`config.mk`:
```
export PLATFORM = sky130hd
export DESIGN_NAME = rtc_top
export DESIGN_NICKNAME = d
export VERILOG_FILES = /design/src/rtl/rtc_pkg.sv /design/src/rtl/rtc_tick.sv /design/src/rtl/rtc_top.sv
export VERILOG_INCLUDE_DIRS = /design/src /design/src/rtl
export SDC_FILE = /design/constraint.sdc
export NUM_CORES = 1
export LEC_CHECK = 0
export ABC_AREA = 1
export CORE_MARGIN = 2
export CORE_UTILIZATION = 40
export CTS_BUF_LIST = sky130_fd_sc_hd__clkbuf_4 sky130_fd_sc_hd__clkbuf_8
export DETAILED_ROUTE_END_ITERATION = 6
export DONT_BUFFER_PORTS = 1
export GPL_TIMING_DRIVEN = 0
export HOLD_SLACK_MARGIN = 0.1
export SYNTH_ARGS = -nofsm -noshare
export SYNTH_HDL_FRONTEND = slang
export SYNTH_HIERARCHICAL = 1
export SYNTH_SLANG_ARGS = --single-unit
```
`constraint.sdc`:
```
create_clock -name sys_clk -period 2 [get_ports sys_clk]
set_clock_uncertainty 0.15 [all_clocks]
set_input_delay 0.1 -clock sys_clk [delete_from_list [all_inputs] [get_ports sys_clk]]
set_output_delay 0.1 -clock sys_clk [all_outputs]
set_load 0.02 [all_outputs]
```
`src/rtl/rtc_consts.svh`:
```
/*
 file: offsets, field positions, counter limits and encodings of the real time clock.
 assumes: included by bare name from the package and the design modules.
*/
`ifndef RTC_CONSTS_SVH
`define RTC_CONSTS_SVH

`define RTC_ADDR_W        5
`define RTC_OFS_CONTROL   5'h00
`define RTC_OFS_CONTROL_X 5'h04
`define RTC_OFS_SRC_SEL   5'h08
`define RTC_OFS_RELOAD    5'h0C
`define RTC_OFS_SECONDS   5'h10
`define RTC_OFS_MINUTES   5'h14
`define RTC_OFS_HOURS     5'h18

`define RTC_BIT_DAY_EN    15
`define RTC_BIT_DAY_FLAG  14
`define RTC_BIT_HOUR_EN   13
`define RTC_BIT_HOUR_FLAG 12
`define RTC_BIT_MIN_EN    11
`define RTC_BIT_MIN_FLAG  10
`define RTC_BIT_SEC_EN    9
`define RTC_BIT_SEC_FLAG  8
`define RTC_BIT_RUN       3
`define RTC_BIT_UPDATE    2
`define RTC_BIT_OE        1
`define RTC_BIT_START     0
`define RTC_BIT_HALF_EN   1
`define RTC_BIT_HALF_FLAG 0
`define RTC_BIT_SRC_LO    8

`define RTC_EV_HALF       0
`define RTC_EV_SEC        1
`define RTC_EV_MIN        2
`define RTC_EV_HOUR       3
`define RTC_EV_DAY        4

`define RTC_SRC_MAIN      2'h0
`define RTC_SRC_SUB       2'h1
`define RTC_SRC_RC        2'h2

`define RTC_SEC_LAST      6'h3B
`define RTC_MIN_LAST      6'h3B
`define RTC_HOUR_LAST     5'h17
`define RTC_DOWN_ZERO     21'h000000

`define RTC_RESP_OKAY     2'h0
`define RTC_RESP_SLVERR   2'h2

`endif

```
`src/rtl/rtc_pkg.sv`:
```
/*
 file: types shared by the real time clock modules.
 assumes: rtc_consts.svh on the include path.
*/
`include "rtc_consts.svh"

package rtc_pkg;

	typedef struct packed {
		logic [`RTC_ADDR_W-1:0] awaddr;
		logic                   awvalid;
		logic [31:0]            wdata;
		logic [3:0]             wstrb;
		logic                   wvalid;
		logic                   bready;
		logic [`RTC_ADDR_W-1:0] araddr;
		logic                   arvalid;
		logic                   rready;
	} rtc_axi_req_type;

	typedef struct packed {
		logic        awready;
		logic        wready;
		logic        bvalid;
		logic [1:0]  bresp;
		logic        arready;
		logic        rvalid;
		logic [31:0] rdata;
		logic [1:0]  rresp;
	} rtc_axi_rsp_type;

	typedef struct packed {
		logic [2:0] sync;
		logic       div;
		logic       step;
	} rtc_tick_state_type;

	typedef struct packed {
		logic                   aw_got;
		logic [`RTC_ADDR_W-1:0] aw_addr;
		logic                   w_got;
		logic [31:0]            wdata;
		logic [3:0]             wstrb;
		rtc_axi_rsp_type        rsp;
		logic [4:0]             flags;
		logic [4:0]             en;
		logic                   oe;
		logic                   start;
		logic                   update;
		logic                   run;
		logic [1:0]             src_sel;
		logic [5:0]             sec_val;
		logic [5:0]             min_val;
		logic [4:0]             hour_val;
		logic [5:0]             sec_cnt;
		logic [5:0]             min_cnt;
		logic [4:0]             hour_cnt;
		logic [20:0]            down_cnt;
		logic                   half;
		logic                   pin_out;
		logic                   pin_oe;
		logic                   irq;
	} rtc_state_type;

endpackage

```
`src/rtl/rtc_tick.sv`:
```
/*
 file: time-count source selection, sampling and divide-by-two step generator.
 assumes: the source clocks are slow against sys_clk (at most a quarter of its rate).
*/
`timescale 1ns/1ps

`include "rtc_consts.svh"

module rtc_tick
	import rtc_pkg::*;
(
	input  wire logic       sys_clk,
	input  wire logic       rst_n,
	input  wire logic [1:0] src_sel,
	input  wire logic       main_osc_clock,
	input  wire logic       sub_osc_clock,
	input  wire logic       internal_rc_clock,
	output logic            step
);

	rtc_tick_state_type t_reg;
	rtc_tick_state_type t_next;
	logic               src_level;

	always_comb begin
		t_next = t_reg;
		unique case (src_sel)
			`RTC_SRC_MAIN: src_level = main_osc_clock;
			`RTC_SRC_SUB:  src_level = sub_osc_clock;
			`RTC_SRC_RC:   src_level = internal_rc_clock;
			default:       src_level = 1'b0; // prohibited code: no clock, time stands
		endcase
		// first stage feeds only the second; edges are seen on stages two and three
		t_next.sync = {t_reg.sync[1:0], src_level};
		t_next.step = 1'b0;
		if (t_reg.sync[1] && !t_reg.sync[2]) begin
			t_next.div  = !t_reg.div;
			t_next.step = t_reg.div;
		end
	end

	always_ff @(posedge sys_clk or negedge rst_n) begin
		if (!rst_n) begin
			t_reg <= '0;
		end else begin
			t_reg <= t_next;
		end
	end

	assign step = t_reg.step;
endmodule

```
`src/rtl/rtc_top.sv`:
```
/*
 file: real time clock with AXI4-Lite register slave, down counter, time counters and interval flags.
 assumes: one system clock; source clocks arrive as sampled levels; rst_n is power-on or external
 reset, soft_rst_n any other reset cause, synchronous to sys_clk.
*/
// Our own choices: the AXI4-Lite slave port and the address map.
`timescale 1ns/1ps

`include "rtc_consts.svh"

module rtc_top
	import rtc_pkg::*;
(
	input  wire logic      sys_clk,
	input  wire logic      rst_n,
	input  wire logic      soft_rst_n,
	input  rtc_axi_req_type axi_req,
	output rtc_axi_rsp_type axi_rsp,
	input  wire logic      main_osc_clock,
	input  wire logic      sub_osc_clock,
	input  wire logic      internal_rc_clock,
	output logic           timer_output_pin,
	output logic           timer_output_pin_oe,
	output logic           irq
);

	rtc_state_type s_reg;
	rtc_state_type s_next;
	logic [20:0]   reload_reg;
	logic [20:0]   reload_next;
	logic          step;
	logic          wr_fire;
	logic          reload_hit;
	logic [4:0]    ev;
	logic [31:0]   wd;
	logic [3:0]    ws;
	logic [31:0]   mw;

	function automatic logic [31:0] merge(input logic [31:0] old, input logic [31:0] nw, input logic [3:0] strb);
		logic [31:0] r;
		r = old;
		for (int i = 0; i < 4; i++) begin
			if (strb[i]) begin
				r[i*8 +: 8] = nw[i*8 +: 8];
			end
		end
		return r;
	endfunction

	function automatic logic mapped(input logic [`RTC_ADDR_W-1:0] a);
		return a == `RTC_OFS_CONTROL || a == `RTC_OFS_CONTROL_X || a == `RTC_OFS_SRC_SEL ||
			a == `RTC_OFS_RELOAD || a == `RTC_OFS_SECONDS || a == `RTC_OFS_MINUTES || a == `RTC_OFS_HOURS;
	endfunction

	function automatic logic [31:0] read_word(input rtc_state_type s, input logic [20:0] rl,
		input logic [`RTC_ADDR_W-1:0] a);
		logic [31:0] r;
		r = 32'h0000_0000;
		unique case (a)
			`RTC_OFS_CONTROL: begin
				r[`RTC_BIT_DAY_EN]    = s.en[`RTC_EV_DAY];
				r[`RTC_BIT_DAY_FLAG]  = s.flags[`RTC_EV_DAY];
				r[`RTC_BIT_HOUR_EN]   = s.en[`RTC_EV_HOUR];
				r[`RTC_BIT_HOUR_FLAG] = s.flags[`RTC_EV_HOUR];
				r[`RTC_BIT_MIN_EN]    = s.en[`RTC_EV_MIN];
				r[`RTC_BIT_MIN_FLAG]  = s.flags[`RTC_EV_MIN];
				r[`RTC_BIT_SEC_EN]    = s.en[`RTC_EV_SEC];
				r[`RTC_BIT_SEC_FLAG]  = s.flags[`RTC_EV_SEC];
				r[`RTC_BIT_RUN]       = s.run;
				r[`RTC_BIT_UPDATE]    = s.update;
				r[`RTC_BIT_OE]        = s.oe;
				r[`RTC_BIT_START]     = s.start;
			end
			`RTC_OFS_CONTROL_X: begin
				r[`RTC_BIT_HALF_EN]   = s.en[`RTC_EV_HALF];
				r[`RTC_BIT_HALF_FLAG] = s.flags[`RTC_EV_HALF];
			end
			`RTC_OFS_SRC_SEL: r[`RTC_BIT_SRC_LO +: 2] = s.src_sel;
			`RTC_OFS_RELOAD:  r[20:0] = rl;
			// time registers read back the running counters
			`RTC_OFS_SECONDS: r[5:0] = s.sec_cnt;
			`RTC_OFS_MINUTES: r[5:0] = s.min_cnt;
			`RTC_OFS_HOURS:   r[4:0] = s.hour_cnt;
			default:          r = 32'h0000_0000;
		endcase
		return r;
	endfunction

	rtc_tick u_tick (
		.sys_clk           (sys_clk),
		.rst_n             (rst_n),
		.src_sel           (s_reg.src_sel),
		.main_osc_clock    (main_osc_clock),
		.sub_osc_clock     (sub_osc_clock),
		.internal_rc_clock (internal_rc_clock),
		.step              (step)
	);

	always_comb begin
		s_next      = s_reg;
		reload_next = reload_reg;
		ev          = 5'h00;
		wd          = s_reg.wdata;
		ws          = s_reg.wstrb;
		mw          = 32'h0000_0000;
		reload_hit  = step && s_reg.start && s_reg.run && s_reg.down_cnt == `RTC_DOWN_ZERO;

		// bus: address and data are taken in either order, answer after both
		if (axi_req.awvalid && s_reg.rsp.awready) begin
			s_next.aw_got  = 1'b1;
			s_next.aw_addr = axi_req.awaddr;
		end
		if (axi_req.wvalid && s_reg.rsp.wready) begin
			s_next.w_got = 1'b1;
			s_next.wdata = axi_req.wdata;
			s_next.wstrb = axi_req.wstrb;
		end
		if (axi_req.bready && s_reg.rsp.bvalid) begin
			s_next.rsp.bvalid = 1'b0;
		end
		wr_fire = s_reg.aw_got && s_reg.w_got && !s_reg.rsp.bvalid;

		// time base; nothing here looks at standby, so timer mode keeps counting
		if (!s_reg.start) begin
			s_next.down_cnt = `RTC_DOWN_ZERO;
			s_next.sec_cnt  = 6'h00;
			s_next.min_cnt  = 6'h00;
			s_next.hour_cnt = 5'h00;
			s_next.half     = 1'b0;
			// pin restarts low so it stays in step with the half-second phase
			s_next.pin_out  = 1'b0;
			s_next.run      = 1'b0;
			s_next.update   = 1'b0;
		end else if (!s_reg.run) begin
			s_next.sec_cnt  = s_reg.sec_val;
			s_next.min_cnt  = s_reg.min_val;
			s_next.hour_cnt = s_reg.hour_val;
			s_next.down_cnt = reload_reg;
			s_next.run      = 1'b1;
		end else if (reload_hit) begin
			s_next.down_cnt       = reload_reg;
			ev[`RTC_EV_HALF]      = 1'b1;
			s_next.half           = !s_reg.half;
			s_next.pin_out        = !s_reg.half;
			ev[`RTC_EV_SEC]       = s_reg.half;
			if (s_reg.update) begin
				s_next.sec_cnt  = s_reg.sec_val;
				s_next.min_cnt  = s_reg.min_val;
				s_next.hour_cnt = s_reg.hour_val;
				s_next.update   = 1'b0;
			end else if (s_reg.half) begin
				s_next.sec_cnt = s_reg.sec_cnt + 6'h01;
				if (s_reg.sec_cnt == `RTC_SEC_LAST) begin
					s_next.sec_cnt  = 6'h00;
					ev[`RTC_EV_MIN] = 1'b1;
					s_next.min_cnt  = s_reg.min_cnt + 6'h01;
					if (s_reg.min_cnt == `RTC_MIN_LAST) begin
						s_next.min_cnt   = 6'h00;
						ev[`RTC_EV_HOUR] = 1'b1;
						s_next.hour_cnt  = s_reg.hour_cnt + 5'h01;
						if (s_reg.hour_cnt == `RTC_HOUR_LAST) begin
							s_next.hour_cnt = 5'h00;
							ev[`RTC_EV_DAY] = 1'b1;
						end
					end
				end
			end
		end else if (step) begin
			s_next.down_cnt = s_reg.down_cnt - 21'h000001;
		end

		// events are single-cycle pulses in this domain, so each sets its flag once
		s_next.flags = s_reg.flags | ev;

		if (wr_fire) begin
			s_next.aw_got     = 1'b0;
			s_next.w_got      = 1'b0;
			s_next.rsp.bvalid = 1'b1;
			s_next.rsp.bresp  = mapped(s_reg.aw_addr) ? `RTC_RESP_OKAY : `RTC_RESP_SLVERR;
			// bits 7..4 of control are never stored, so stray writes cannot disturb them
			unique case (s_reg.aw_addr)
				`RTC_OFS_CONTROL: begin
					if (ws[1]) begin
						s_next.en[`RTC_EV_DAY]  = wd[`RTC_BIT_DAY_EN];
						s_next.en[`RTC_EV_HOUR] = wd[`RTC_BIT_HOUR_EN];
						s_next.en[`RTC_EV_MIN]  = wd[`RTC_BIT_MIN_EN];
						s_next.en[`RTC_EV_SEC]  = wd[`RTC_BIT_SEC_EN];
						// a clear loses to an event in the same cycle
						s_next.flags[`RTC_EV_DAY]  = s_next.flags[`RTC_EV_DAY] &
							(wd[`RTC_BIT_DAY_FLAG] | ev[`RTC_EV_DAY]);
						s_next.flags[`RTC_EV_HOUR] = s_next.flags[`RTC_EV_HOUR] &
							(wd[`RTC_BIT_HOUR_FLAG] | ev[`RTC_EV_HOUR]);
						s_next.flags[`RTC_EV_MIN]  = s_next.flags[`RTC_EV_MIN] &
							(wd[`RTC_BIT_MIN_FLAG] | ev[`RTC_EV_MIN]);
						s_next.flags[`RTC_EV_SEC]  = s_next.flags[`RTC_EV_SEC] &
							(wd[`RTC_BIT_SEC_FLAG] | ev[`RTC_EV_SEC]);
					end
					if (ws[0]) begin
						s_next.start = wd[`RTC_BIT_START];
						s_next.oe    = wd[`RTC_BIT_OE];
						if (wd[`RTC_BIT_UPDATE]) begin
							s_next.update = 1'b1;
						end
					end
				end
				`RTC_OFS_CONTROL_X: begin
					if (ws[0]) begin
						s_next.en[`RTC_EV_HALF]    = wd[`RTC_BIT_HALF_EN];
						s_next.flags[`RTC_EV_HALF] = s_next.flags[`RTC_EV_HALF] &
							(wd[`RTC_BIT_HALF_FLAG] | ev[`RTC_EV_HALF]);
					end
				end
				`RTC_OFS_SRC_SEL: begin
					if (ws[1]) begin
						s_next.src_sel = wd[`RTC_BIT_SRC_LO +: 2];
					end
				end
				`RTC_OFS_RELOAD: begin
					mw          = merge({11'h000, reload_reg}, wd, ws);
					reload_next = mw[20:0];
				end
				`RTC_OFS_SECONDS: begin
					mw             = merge({26'h0000000, s_reg.sec_val}, wd, ws);
					s_next.sec_val = mw[5:0];
				end
				`RTC_OFS_MINUTES: begin
					mw             = merge({26'h0000000, s_reg.min_val}, wd, ws);
					s_next.min_val = mw[5:0];
				end
				`RTC_OFS_HOURS: begin
					mw              = merge({27'h0000000, s_reg.hour_val}, wd, ws);
					s_next.hour_val = mw[4:0];
				end
				default:          s_next.rsp.bresp = `RTC_RESP_SLVERR;
			endcase
		end

		if (axi_req.rready && s_reg.rsp.rvalid) begin
			s_next.rsp.rvalid = 1'b0;
		end
		if (axi_req.arvalid && s_reg.rsp.arready) begin
			s_next.rsp.rvalid = 1'b1;
			s_next.rsp.rdata  = read_word(s_reg, reload_reg, axi_req.araddr);
			s_next.rsp.rresp  = mapped(axi_req.araddr) ? `RTC_RESP_OKAY : `RTC_RESP_SLVERR;
		end

		// other reset causes clear control state; time values survive
		if (!soft_rst_n) begin
			s_next.flags   = 5'h00;
			s_next.en      = 5'h00;
			s_next.oe      = 1'b0;
			s_next.start   = 1'b0;
			s_next.update  = 1'b0;
			s_next.src_sel = `RTC_SRC_MAIN;
		end

		s_next.rsp.awready = !s_next.aw_got && !s_next.rsp.bvalid;
		s_next.rsp.wready  = !s_next.w_got && !s_next.rsp.bvalid;
		s_next.rsp.arready = !s_next.rsp.rvalid;
		s_next.pin_oe      = s_next.oe;
		s_next.irq         = |(s_next.flags & s_next.en);
	end

	always_ff @(posedge sys_clk or negedge rst_n) begin
		if (!rst_n) begin
			s_reg <= '0;
		end else begin
			s_reg <= s_next;
		end
	end

	// reload value has no reset: it rides through every reset cause
	always_ff @(posedge sys_clk) begin
		reload_reg <= reload_next;
	end

	assign axi_rsp             = s_reg.rsp;
	assign timer_output_pin    = s_reg.pin_out;
	assign timer_output_pin_oe = s_reg.pin_oe;
	assign irq                 = s_reg.irq;
endmodule

```
==> impl_metrics.env, run 1 <==
export IMPL_cts_tree="built"
export IMPL_async_reset_ff_share_pct=86.7
export IMPL_rr_startpoint="s_reg[18]$_DFFE_PN0P_"
export IMPL_holdWs_ps=-828
export IMPL_synth_cell_types=39
export IMPL_synth_fa_ha_area_share_pct=0.794
export IMPL_final_area_um2=9570
export IMPL_cellLeakagePower_nw=4.48
export IMPL_synth_edf_count=21
export IMPL_synth_top_cells_by_count="nand2_1 (260), dfrtp_1 (137), inv_1 (98)"
export IMPL_synth_xor_area_share_pct=2.33
export IMPL_post_route_util_pct=49.3
export IMPL_clockRootBuffer="clkbuf_8"
export IMPL_cap_violations=0
export IMPL_cp_required_ps=2260
export IMPL_crit_family="simple AND/OR/NAND/NOR gates"
export IMPL_worstMarginPinSlew_ps=673
export IMPL_cts_buffers=17
export IMPL_yosysMostFrequentCell="nand2_1"
export IMPL_cp_max_fo=6
export IMPL_power_density_nw_per_um2=876
export IMPL_arrival_ps=2180
export IMPL_reg2reg_slack_ps=80
export IMPL_gr_total_overflow=0
export IMPL_first_pass_iters=5
export IMPL_diodes=0
export IMPL_antenna_found_initial=0
export IMPL_nNetsFinal=1126
export IMPL_hold_viol=137
export IMPL_placement_io_buffers=0
export IMPL_clk_latency_ps=470
export IMPL_fin_cells=1342
export IMPL_crit_reg2reg_capture="s_reg[40]$_DFFE_PN0P_"
export IMPL_cts_clk_slew_worst_paths_ps=90
export IMPL_post_route_period_util_pct=96.0
export IMPL_grt_usage_pct=21.0
export IMPL_grt_max_degree=138
export IMPL_clock_path_buffers=2
export IMPL_total_power_mw=8.38
export IMPL_pin_count=101
export IMPL_largest_reg_flops=78
export IMPL_path_depth=10
export IMPL_wirelength_um=20900
export IMPL_core_um2=19400
export IMPL_synthMuxAreaShare_pct=0
export IMPL_fp_dieW_um=144
export IMPL_dieHeight_um=144
export IMPL_holdBufCountCts=57
export IMPL_grt_pass1_wl_um=33200
export IMPL_synth_compound_area_share_pct=11.6
export IMPL_critPathCaptureType="flop"
export IMPL_reg2regPathDepth=10
export IMPL_drive_gt1_share_pct=14.9
export IMPL_crit_buf_inv=1
export IMPL_htree_levels=4
export IMPL_fmax_mhz=521
export IMPL_path_common_cell="nor2_4"
export IMPL_viasPerCell=4.90
export IMPL_synth_simple_area_share_pct=23.4
export IMPL_hpwl_um=14900
export IMPL_rsz0062_at_grt="true"
export IMPL_area_growth_syn_to_layout_pct=21.4
export IMPL_grt_pass1_vias=6286
export IMPL_hold_class="input pin to asynchronous set/reset pin"
export IMPL_avgRoutedWirePerCell_um=15.5
export IMPL_postRouteAntennaNets=0
export IMPL_cp_endpoint="s_reg[40]$_DFFE_PN0P_"
export IMPL_gp_congestion=0.901
export IMPL_postPlaceCellArea_um2=8260
export IMPL_synthFlopType="dfrtp_1"
export IMPL_drt_initial_drc_count=467
export IMPL_start_kind="flop"
export IMPL_cp_cell_sequence="nor2_4 -> nand2_1 -> nor2_4 -> nand3_4 -> nand2_4 -> nand2_8 -> nor2_4 -> buf_6 -> nand3_4 -> nand3_2"
export IMPL_drc_errors=0
export IMPL_relSlewSlack_pct=55.1
export IMPL_core_rowCount=51
export IMPL_synth_seq_cells=158
export IMPL_status="finished with violations"
export IMPL_initial_utilization_pct=40.6
export IMPL_clock_sinks=158
export IMPL_setup_viol=0
export IMPL_placedCellCount=1239
export IMPL_synth_area_leaders="dfrtp_1 (44%), nand2_1 (12%), edfxtp_1 (8.0%)"
export IMPL_seq_area_frac_synth_pct=51.5
export IMPL_path_class="flop to flop"
export IMPL_violations="hold timing"
export IMPL_synth_top_family_by_area="simple AND/OR/NAND/NOR gates"
export IMPL_via_count=6577
export IMPL_syn_area_per_cell_um2=8.19
export IMPL_cp_startpoint="s_reg[18]$_DFFE_PN0P_"
export IMPL_die_area_um2=20800
export IMPL_maxSlewViolCount=0
export IMPL_period_needed_ps=1920
export IMPL_crit_slowest_cell="dfrtp_2"
export IMPL_ir_worst_vdd_mv=0.546
export IMPL_syn_inst=962
export IMPL_syn_area_um2=7880
export IMPL_num_fill_cells=1892
export IMPL_worst_path_largest_cell_delay_ps=460
export IMPL_yosys_area_top_type="dfrtp_1"
export IMPL_yosysTopAreaCellShare_pct=43.5
export IMPL_ys_warnings_count=6
==> worst min path at each step <==
stage,start,endpoint,cells after the start
6_report,rst_n,s_reg[33]$_DFFE_PN0P_,0
5_1_grt,rst_n,axi_rsp[37]$_DFFE_PN0P_,0
4_1_cts,rst_n,axi_rsp[37]$_DFFE_PN0P_,0
3_5_place_dp,rst_n,s_reg[51]$_DFFE_PN0P_,0
3_3_place_gp,rst_n,s_reg[48]$_DFFE_PN0P_,0
2_1_floorplan,rst_n,axi_rsp[10]$_DFFE_PN0P_,0
==> placed cells by master, fill, tap and decap left out, types with 4 or more instances in the layout <==
cell	synthesis	routed
a21oi_1	38	38
buf_4	43	55
buf_6	2	5
clkbuf_1	15	13
clkbuf_8	0	17
conb_1	1	13
dfrtp_1	137	136
dlygate4sd3_1	0	57
edfxtp_1	21	21
ha_1	5	4
inv_1	98	94
inv_2	4	6
inv_6	0	5
nand2_1	260	252
nand2_2	4	9
nand2_4	2	4
nand3_1	57	50
nand3_2	0	5
nand3b_1	4	4
nand4_1	8	8
nor2_1	84	70
nor2_2	8	12
nor2_4	3	13
o21ai_0	91	88
o21ai_1	17	17
o22ai_1	6	6
o31ai_1	8	8
xnor2_1	4	4
xor2_1	17	17
==> metal layers <==
| layer | global-route usage, % | routed length [um] | part of all wire [%] | up-vias |
|---|---|---|---|---|
| li1 | - | - | - | 3267 |
| met1 | 29.4 | 9710 | 47 | 3092 |
| met2 | 31.7 | 9510 | 46 | 174 |
| met3 | 4.40 | 1070 | 5.1 | 44 |
| met4 | 8.64 | 570 | 2.7 | 0 |
| met5 | 0 | 0 | 0 | - |
==> layout make-up <==
type	count	area, um^2	share of cell area, %
sequential	158	4060	42.4
multi-input combinational	649	3270	34.2
timing repair buffer	71	679	7.10
buffer	62	424	4.43
inverter	105	407	4.25
tap	265	332	3.47
clock buffer	18	241	2.52
clock inverter	14	151	1.58
==> where the power goes <==
group	switching (mW)	total [mW]	internal (mW)
logic	1.12	1.79	0.672
registers	0.375	4.20	3.83
clock network	1.34	2.39	1.05
==> cell families (layout without fill, tap and decap cells) <==
family          Yosys count  after routing
flops                   158            158
fa+ha+maj                 5              5
compound gates          172            172
xor+xnor                 21             21
simple gates            438            438
other cells               1             13
buf+inv                 167            270
==> repair_timing <==
action,CTS,global route
pin swaps,1,12
gates cloned,0,1
endpoints found under the setup margin,54,86
endpoints found under the hold margin,206,137
resized for setup,13,60
setup buffers,3,10
==> stage by stage <==
step | setup TNS (ps) | setup WS [ps]
2_1_floorplan | 0 | 202
3_3_place_gp | -3310 | -251
3_5_place_dp | -3770 | -257
4_1_cts | 0 | 21.2
5_1_grt | -190 | -35.3
6_report | 0 | 79.9
Note: power is estimated with default switching activity, not from simulation.
==> run 2: changes to the inputs <==
--- a/config.mk
+++ b/config.mk
@@ -14,6 +14,7 @@
 export DONT_BUFFER_PORTS = 1
 export GPL_TIMING_DRIVEN = 0
 export HOLD_SLACK_MARGIN = 0.1
+export PLACE_DENSITY_LB_ADDON = 0.08
 export SYNTH_ARGS = -nofsm -noshare
 export SYNTH_HDL_FRONTEND = slang
 export SYNTH_HIERARCHICAL = 1
==> impl_metrics.env, run 2 (same netlist as run 1, synthesis figures left out) <==
export IMPL_cellLeakagePower_nw=4.50
export IMPL_gr_total_overflow=0
export IMPL_fp_dieW_um=144
export IMPL_pin_count=101
export IMPL_dpl_worst_slack_ps=-267
export IMPL_arrival_ps=2230
export IMPL_worst_path_largest_cell_delay_ps=390
export IMPL_relSlewSlack_pct=56.1
export IMPL_area_growth_syn_to_layout_pct=22.0
export IMPL_holdWs_ps=-816
export IMPL_viasPerCell=4.85
export IMPL_antenna_found_initial=0
export IMPL_grt_max_degree=138
export IMPL_cts_buffers=17
export IMPL_via_count=6509
export IMPL_cp_startpoint="s_reg[4]$_DFFE_PN0P_"
export IMPL_grt_usage_pct=22.1
export IMPL_setup_ws_ps=21.0
export IMPL_path_class="flop to flop"
export IMPL_gp_congestion=0.876
export IMPL_status="finished with violations"
export IMPL_num_fill_cells=1939
export IMPL_critPathCaptureType="flop"
export IMPL_clk_latency_ps=460
export IMPL_cp_cell_sequence="inv_2 -> ha_4 -> nand2_2 -> inv_2 -> nand2_2 -> nor2_4 -> nand3_4 -> nand2_4 -> nand2_8 -> nor2_4 -> buf_6 -> nand3_2 -> nand3_2"
export IMPL_crit_family="simple AND/OR/NAND/NOR gates"
export IMPL_drive_gt1_share_pct=15.8
export IMPL_dieHeight_um=144
export IMPL_first_pass_iters=5
export IMPL_clock_path_buffers=2
export IMPL_core_um2=19400
export IMPL_reg2regPathDepth=13
export IMPL_hold_class="input pin to asynchronous set/reset pin"
export IMPL_cp_endpoint="s_reg[36]$_DFFE_PN0P_"
export IMPL_worstMarginPinSlew_ps=658
export IMPL_fmax_mhz=505
export IMPL_ir_worst_vdd_mv=0.657
export IMPL_cts_tree="built"
export IMPL_hold_viol=137
export IMPL_drc_errors=0
export IMPL_cp_required_ps=2250
export IMPL_rsz0062_at_grt="true"
export IMPL_post_route_period_util_pct=99.0
export IMPL_path_depth=13
export IMPL_maxSlewViolCount=0
export IMPL_rr_startpoint="s_reg[4]$_DFFE_PN0P_"
export IMPL_diodes=0
export IMPL_setup_viol=0
export IMPL_cap_violations=0
export IMPL_cts_clk_slew_worst_paths_ps=90
export IMPL_reg2reg_slack_ps=20
export IMPL_crit_reg2reg_capture="s_reg[36]$_DFFE_PN0P_"
export IMPL_fin_cells=1342
export IMPL_clockRootBuffer="clkbuf_8"
export IMPL_power_density_nw_per_um2=875
export IMPL_holdBufCountCts=55
export IMPL_core_rowCount=51
export IMPL_crit_slowest_cell="dfrtp_1"
export IMPL_die_area_um2=20800
export IMPL_postRouteAntennaNets=0
export IMPL_initial_utilization_pct=40.6
export IMPL_nNetsFinal=1126
export IMPL_clock_sinks=158
export IMPL_final_common_cell="nand2_1"
export IMPL_period_needed_ps=1980
export IMPL_avgRoutedWirePerCell_um=16.4
export IMPL_drt_initial_drc_count=542
export IMPL_grt_pass1_wl_um=34800
export IMPL_placement_io_buffers=0
export IMPL_hpwl_um=15600
export IMPL_htree_levels=4
export IMPL_crit_buf_inv=3
export IMPL_placedCellCount=1239
export IMPL_largest_reg_flops=78
export IMPL_total_power_mw=8.41
export IMPL_grt_pass1_vias=6259
export IMPL_violations="hold timing"
export IMPL_start_kind="flop"
export IMPL_cp_max_fo=6
export IMPL_mostFrequentLayoutCells="nand2_1 (251), dfrtp_1 (135), inv_1 (93), o21ai_0 (84), nor2_1 (68)"
export IMPL_wirelength_um=22000
==> run 2: cell types whose count changed in the layout (fill, tap and decap cells not counted), sizes merged <==
cell         delta
clkbuf          -1
inv             +1
buf             +2
dlygate4sd3     -2
==> run 2: what timing repair did <==
action / CTS / global route
endpoints found under the setup margin: 56 / 91
gates resized for setup: 18 / 75
cloned: 1 / 0
buffers inserted: 5 / 11
pin swaps: 2 / 6
endpoints found under the hold margin: 197 / 137
==> run 2: area by class of cell <==
type	count	area [um^2]	share of cell area, %
tap	265	332	3.45
multi-input combinational	649	3320	34.6
sequential	158	4060	42.2
buffer	62	425	4.42
clock inverter	15	154	1.60
inverter	105	408	4.24
timing repair buffer	71	678	7.05
clock buffer	17	234	2.43
==> run 2: metrics by stage <==
stage          hold WS [ps]  setup TNS, ps  area [um^2]  utilization, %
6_report               -816              0         9610            49.6
3_3_place_gp           -334          -5670         8260            42.6
4_1_cts                -852              0         9290            47.9
5_1_grt                -851           -348         9610            49.6
2_1_floorplan          -346              0         7930               -
3_5_place_dp           -334          -5900         8260            42.6
==> run 2: how the worst min path moves through the flow <==
stage          startpoint                      end  cells after the start
3_3_place_gp        rst_n    s_reg[40]$_DFFE_PN0P_                      0
4_1_cts             rst_n  axi_rsp[13]$_DFFE_PN0P_                      0
3_5_place_dp        rst_n    s_reg[27]$_DFFE_PN0P_                      0
2_1_floorplan       rst_n  axi_rsp[10]$_DFFE_PN0P_                      0
6_report            rst_n    s_reg[27]$_DFFE_PN0P_                      0
5_1_grt             rst_n   axi_rsp[1]$_DFFE_PN0P_                      0
==> run 2: per-layer routing <==
metal / global-route usage (%) / wire length, um / vias to the layer above
li1: - / - / 3267
met5: 0 / 0 / -
met4: 5.42 / 271 / 0
met1: 33.4 / 11200 / 3077
met2: 33.1 / 9620 / 144
met3: 3.81 / 917 / 21
==> run 2: report_power, final <==
part | leakage [nW] | switching [mW] | internal, mW
sequential | 2.00 | 0.375 | 3.83
clock | 0.198 | 1.38 | 1.03
combinational | 2.30 | 1.13 | 0.668
total | 4.50 | 2.88 | 5.53
==> run 3: changes to the inputs <==
==> constraint.sdc (replaced) <==
create_clock -name sys_clk -period 2 [get_ports sys_clk]
set_clock_uncertainty 0.15 [all_clocks]
set_input_delay 0.2 -clock sys_clk [delete_from_list [all_inputs] [get_ports sys_clk]]
set_output_delay 0.2 -clock sys_clk [all_outputs]
set_load 0.02 [all_outputs]
==> impl_metrics.env, run 3 (same netlist as run 1, synthesis figures left out) <==
export IMPL_initial_utilization_pct=40.6
export IMPL_avgRoutedWirePerCell_um=16.3
export IMPL_worstMarginPinSlew_ps=665
export IMPL_first_pass_iters=6
export IMPL_cp_max_fo=6
export IMPL_power_switching_mw=2.88
export IMPL_combPwrFrac_pct=21.1
export IMPL_via_count=6488
export IMPL_core_um2=19400
export IMPL_cts_clk_slew_worst_paths_ps=90
export IMPL_post_route_period_util_pct=99.6
export IMPL_hold_viol=137
export IMPL_drc_errors=0
export IMPL_fp_dieW_um=144
export IMPL_postRouteAntennaNets=0
export IMPL_wirelength_um=21900
export IMPL_drive_gt1_share_pct=15.7
export IMPL_core_rowCount=51
export IMPL_cellLeakagePower_nw=4.48
export IMPL_viasPerCell=4.85
export IMPL_setup_viol=0
export IMPL_critPathCaptureType="flop"
export IMPL_relSlewSlack_pct=55.7
export IMPL_grt_pass1_vias=6265
export IMPL_pin_count=101
export IMPL_p_int_mw=5.51
export IMPL_htree_levels=4
export IMPL_placement_io_buffers=0
export IMPL_cp_startpoint="s_reg[4]$_DFFE_PN0P_"
export IMPL_setup_ws_ps=7.57
export IMPL_hold_class="input pin to asynchronous set/reset pin"
export IMPL_cts_buffers=17
export IMPL_post_route_util_pct=49.4
export IMPL_rr_startpoint="s_reg[4]$_DFFE_PN0P_"
export IMPL_mostFrequentLayoutCells="nand2_1 (253), dfrtp_1 (133), inv_1 (93), o21ai_0 (87), nor2_1 (69)"
export IMPL_grt_max_degree=138
export IMPL_cts_tree="built"
export IMPL_grt_usage_pct=22.1
export IMPL_path_class="flop to flop"
export IMPL_area_growth_syn_to_layout_pct=21.5
export IMPL_pwr_share_clk_pct=28.8
export IMPL_fmax_mhz=502
export IMPL_swShare_pct=34.3
export IMPL_hpwl_um=15600
export IMPL_gp_congestion=0.876
export IMPL_clock_path_buffers=2
export IMPL_dieHeight_um=144
export IMPL_diodes=0
export IMPL_maxSlewViolCount=0
export IMPL_antenna_found_initial=0
export IMPL_gr_total_overflow=0
export IMPL_status="finished with violations"
export IMPL_clk_latency_ps=470
export IMPL_final_common_cell="nand2_1"
export IMPL_period_needed_ps=1990
export IMPL_ir_worst_vdd_mv=0.667
export IMPL_cap_violations=0
export IMPL_p_seq_share_pct=50.0
export IMPL_arrival_ps=2240
export IMPL_cp_required_ps=2250
export IMPL_drt_initial_drc_count=513
export IMPL_start_kind="flop"
export IMPL_rsz0062_at_grt="true"
export IMPL_power_density_nw_per_um2=876
export IMPL_grt_pass1_wl_um=34800
export IMPL_holdWs_ps=-718
export IMPL_dpl_worst_slack_ps=-267
export IMPL_die_area_um2=20800
export IMPL_clock_sinks=158
export IMPL_holdBufCountCts=52
export IMPL_violations="hold timing"
export IMPL_clockRootBuffer="clkbuf_8"
export IMPL_largest_reg_flops=78
export IMPL_nNetsFinal=1123
-- run 3: power groups by stage --
stage / Combinational, mW / Sequential (mW) / Clock [mW]
final: 1.77 / 4.20 / 2.42
after global routing: 2.03 / 4.27 / 2.61
after CTS: 1.70 / 4.19 / 2.47
after detailed placement: 1.56 / 4.25 / 0
after global placement: 1.55 / 4.24 / 0
after floorplan: 1.23 / 4.11 / 0
-- run 3: path summary, 6_finish.rpt --
check | end | cells past startpoint | slack, ps
worst max-delay path | s_reg[36]$_DFFE_PN0P_ | 13 | 8
worst min-delay path | s_reg[40]$_DFFE_PN0P_ | 0 | -720
worst max register to register | s_reg[36]$_DFFE_PN0P_ | 13 | 8
worst min register to register | s_reg[61]$_DFF_PN0_ | 0 | 240
max in group asynchronous | s_reg[41]$_DFFE_PN0P_ | 0 | 2200
min in group sys_clk | axi_rsp[4]$_DFFE_PN0P_ | 5 | 150
-- run 3: cell type report --
cell class | instances | area [um^2]
Timing Repair Buffer | 68 | 648
Buffer | 62 | 425
Tap cell | 265 | 332
Fill cell | 1936 | 9820
Sequential cell | 158 | 4060
Clock inverter | 15 | 154
Multi-Input combinational cell | 649 | 3310
Clock buffer | 17 | 234
Inverter | 105 | 409
-- run 3: timing repair --
action                     4_1_cts  5_1_grt
hold endpoints to repair       191      137
setup endpoints to repair       56       88
cloned                           1        0
buffers inserted                 5       11
pin swaps                        2        8
resized for setup               18       70
-- run 3: per-stage QoR --
stage	TNS [ps]	instance area, um^2	hold slack (ps)	power [mW]	std cells
6_report	0	9580	-718	8.39	1339
5_1_grt	-372	9580	-751	8.91	1339
4_1_cts	0	9260	-752	8.36	1329
3_5_place_dp	-5900	8260	-234	5.81	1239
3_3_place_gp	-5670	8260	-234	5.80	1239
2_1_floorplan	0	7930	-246	5.34	974
-- run 3: routing by layer --
layer | wire [um] | global-route usage [%] | up-vias
li1 | - | - | 3258
met1 | 11100 | 33.3 | 3049
met2 | 9560 | 33.3 | 155
met3 | 973 | 3.81 | 26
met4 | 282 | 5.47 | 0
met5 | 0 | 0 | -
-- run 3: worst max-delay path: stages (launching register included) --
cell	delay (ps)
dfrtp_1	400
inv_2	110
ha_4	140
nand2_2	60
inv_2	50
nand2_2	60
nor2_4	130
nand3_4	120
nand2_4	110
nand2_8	80
nor2_4	160
buf_6	170
nand3_2	100
nand3_2	90
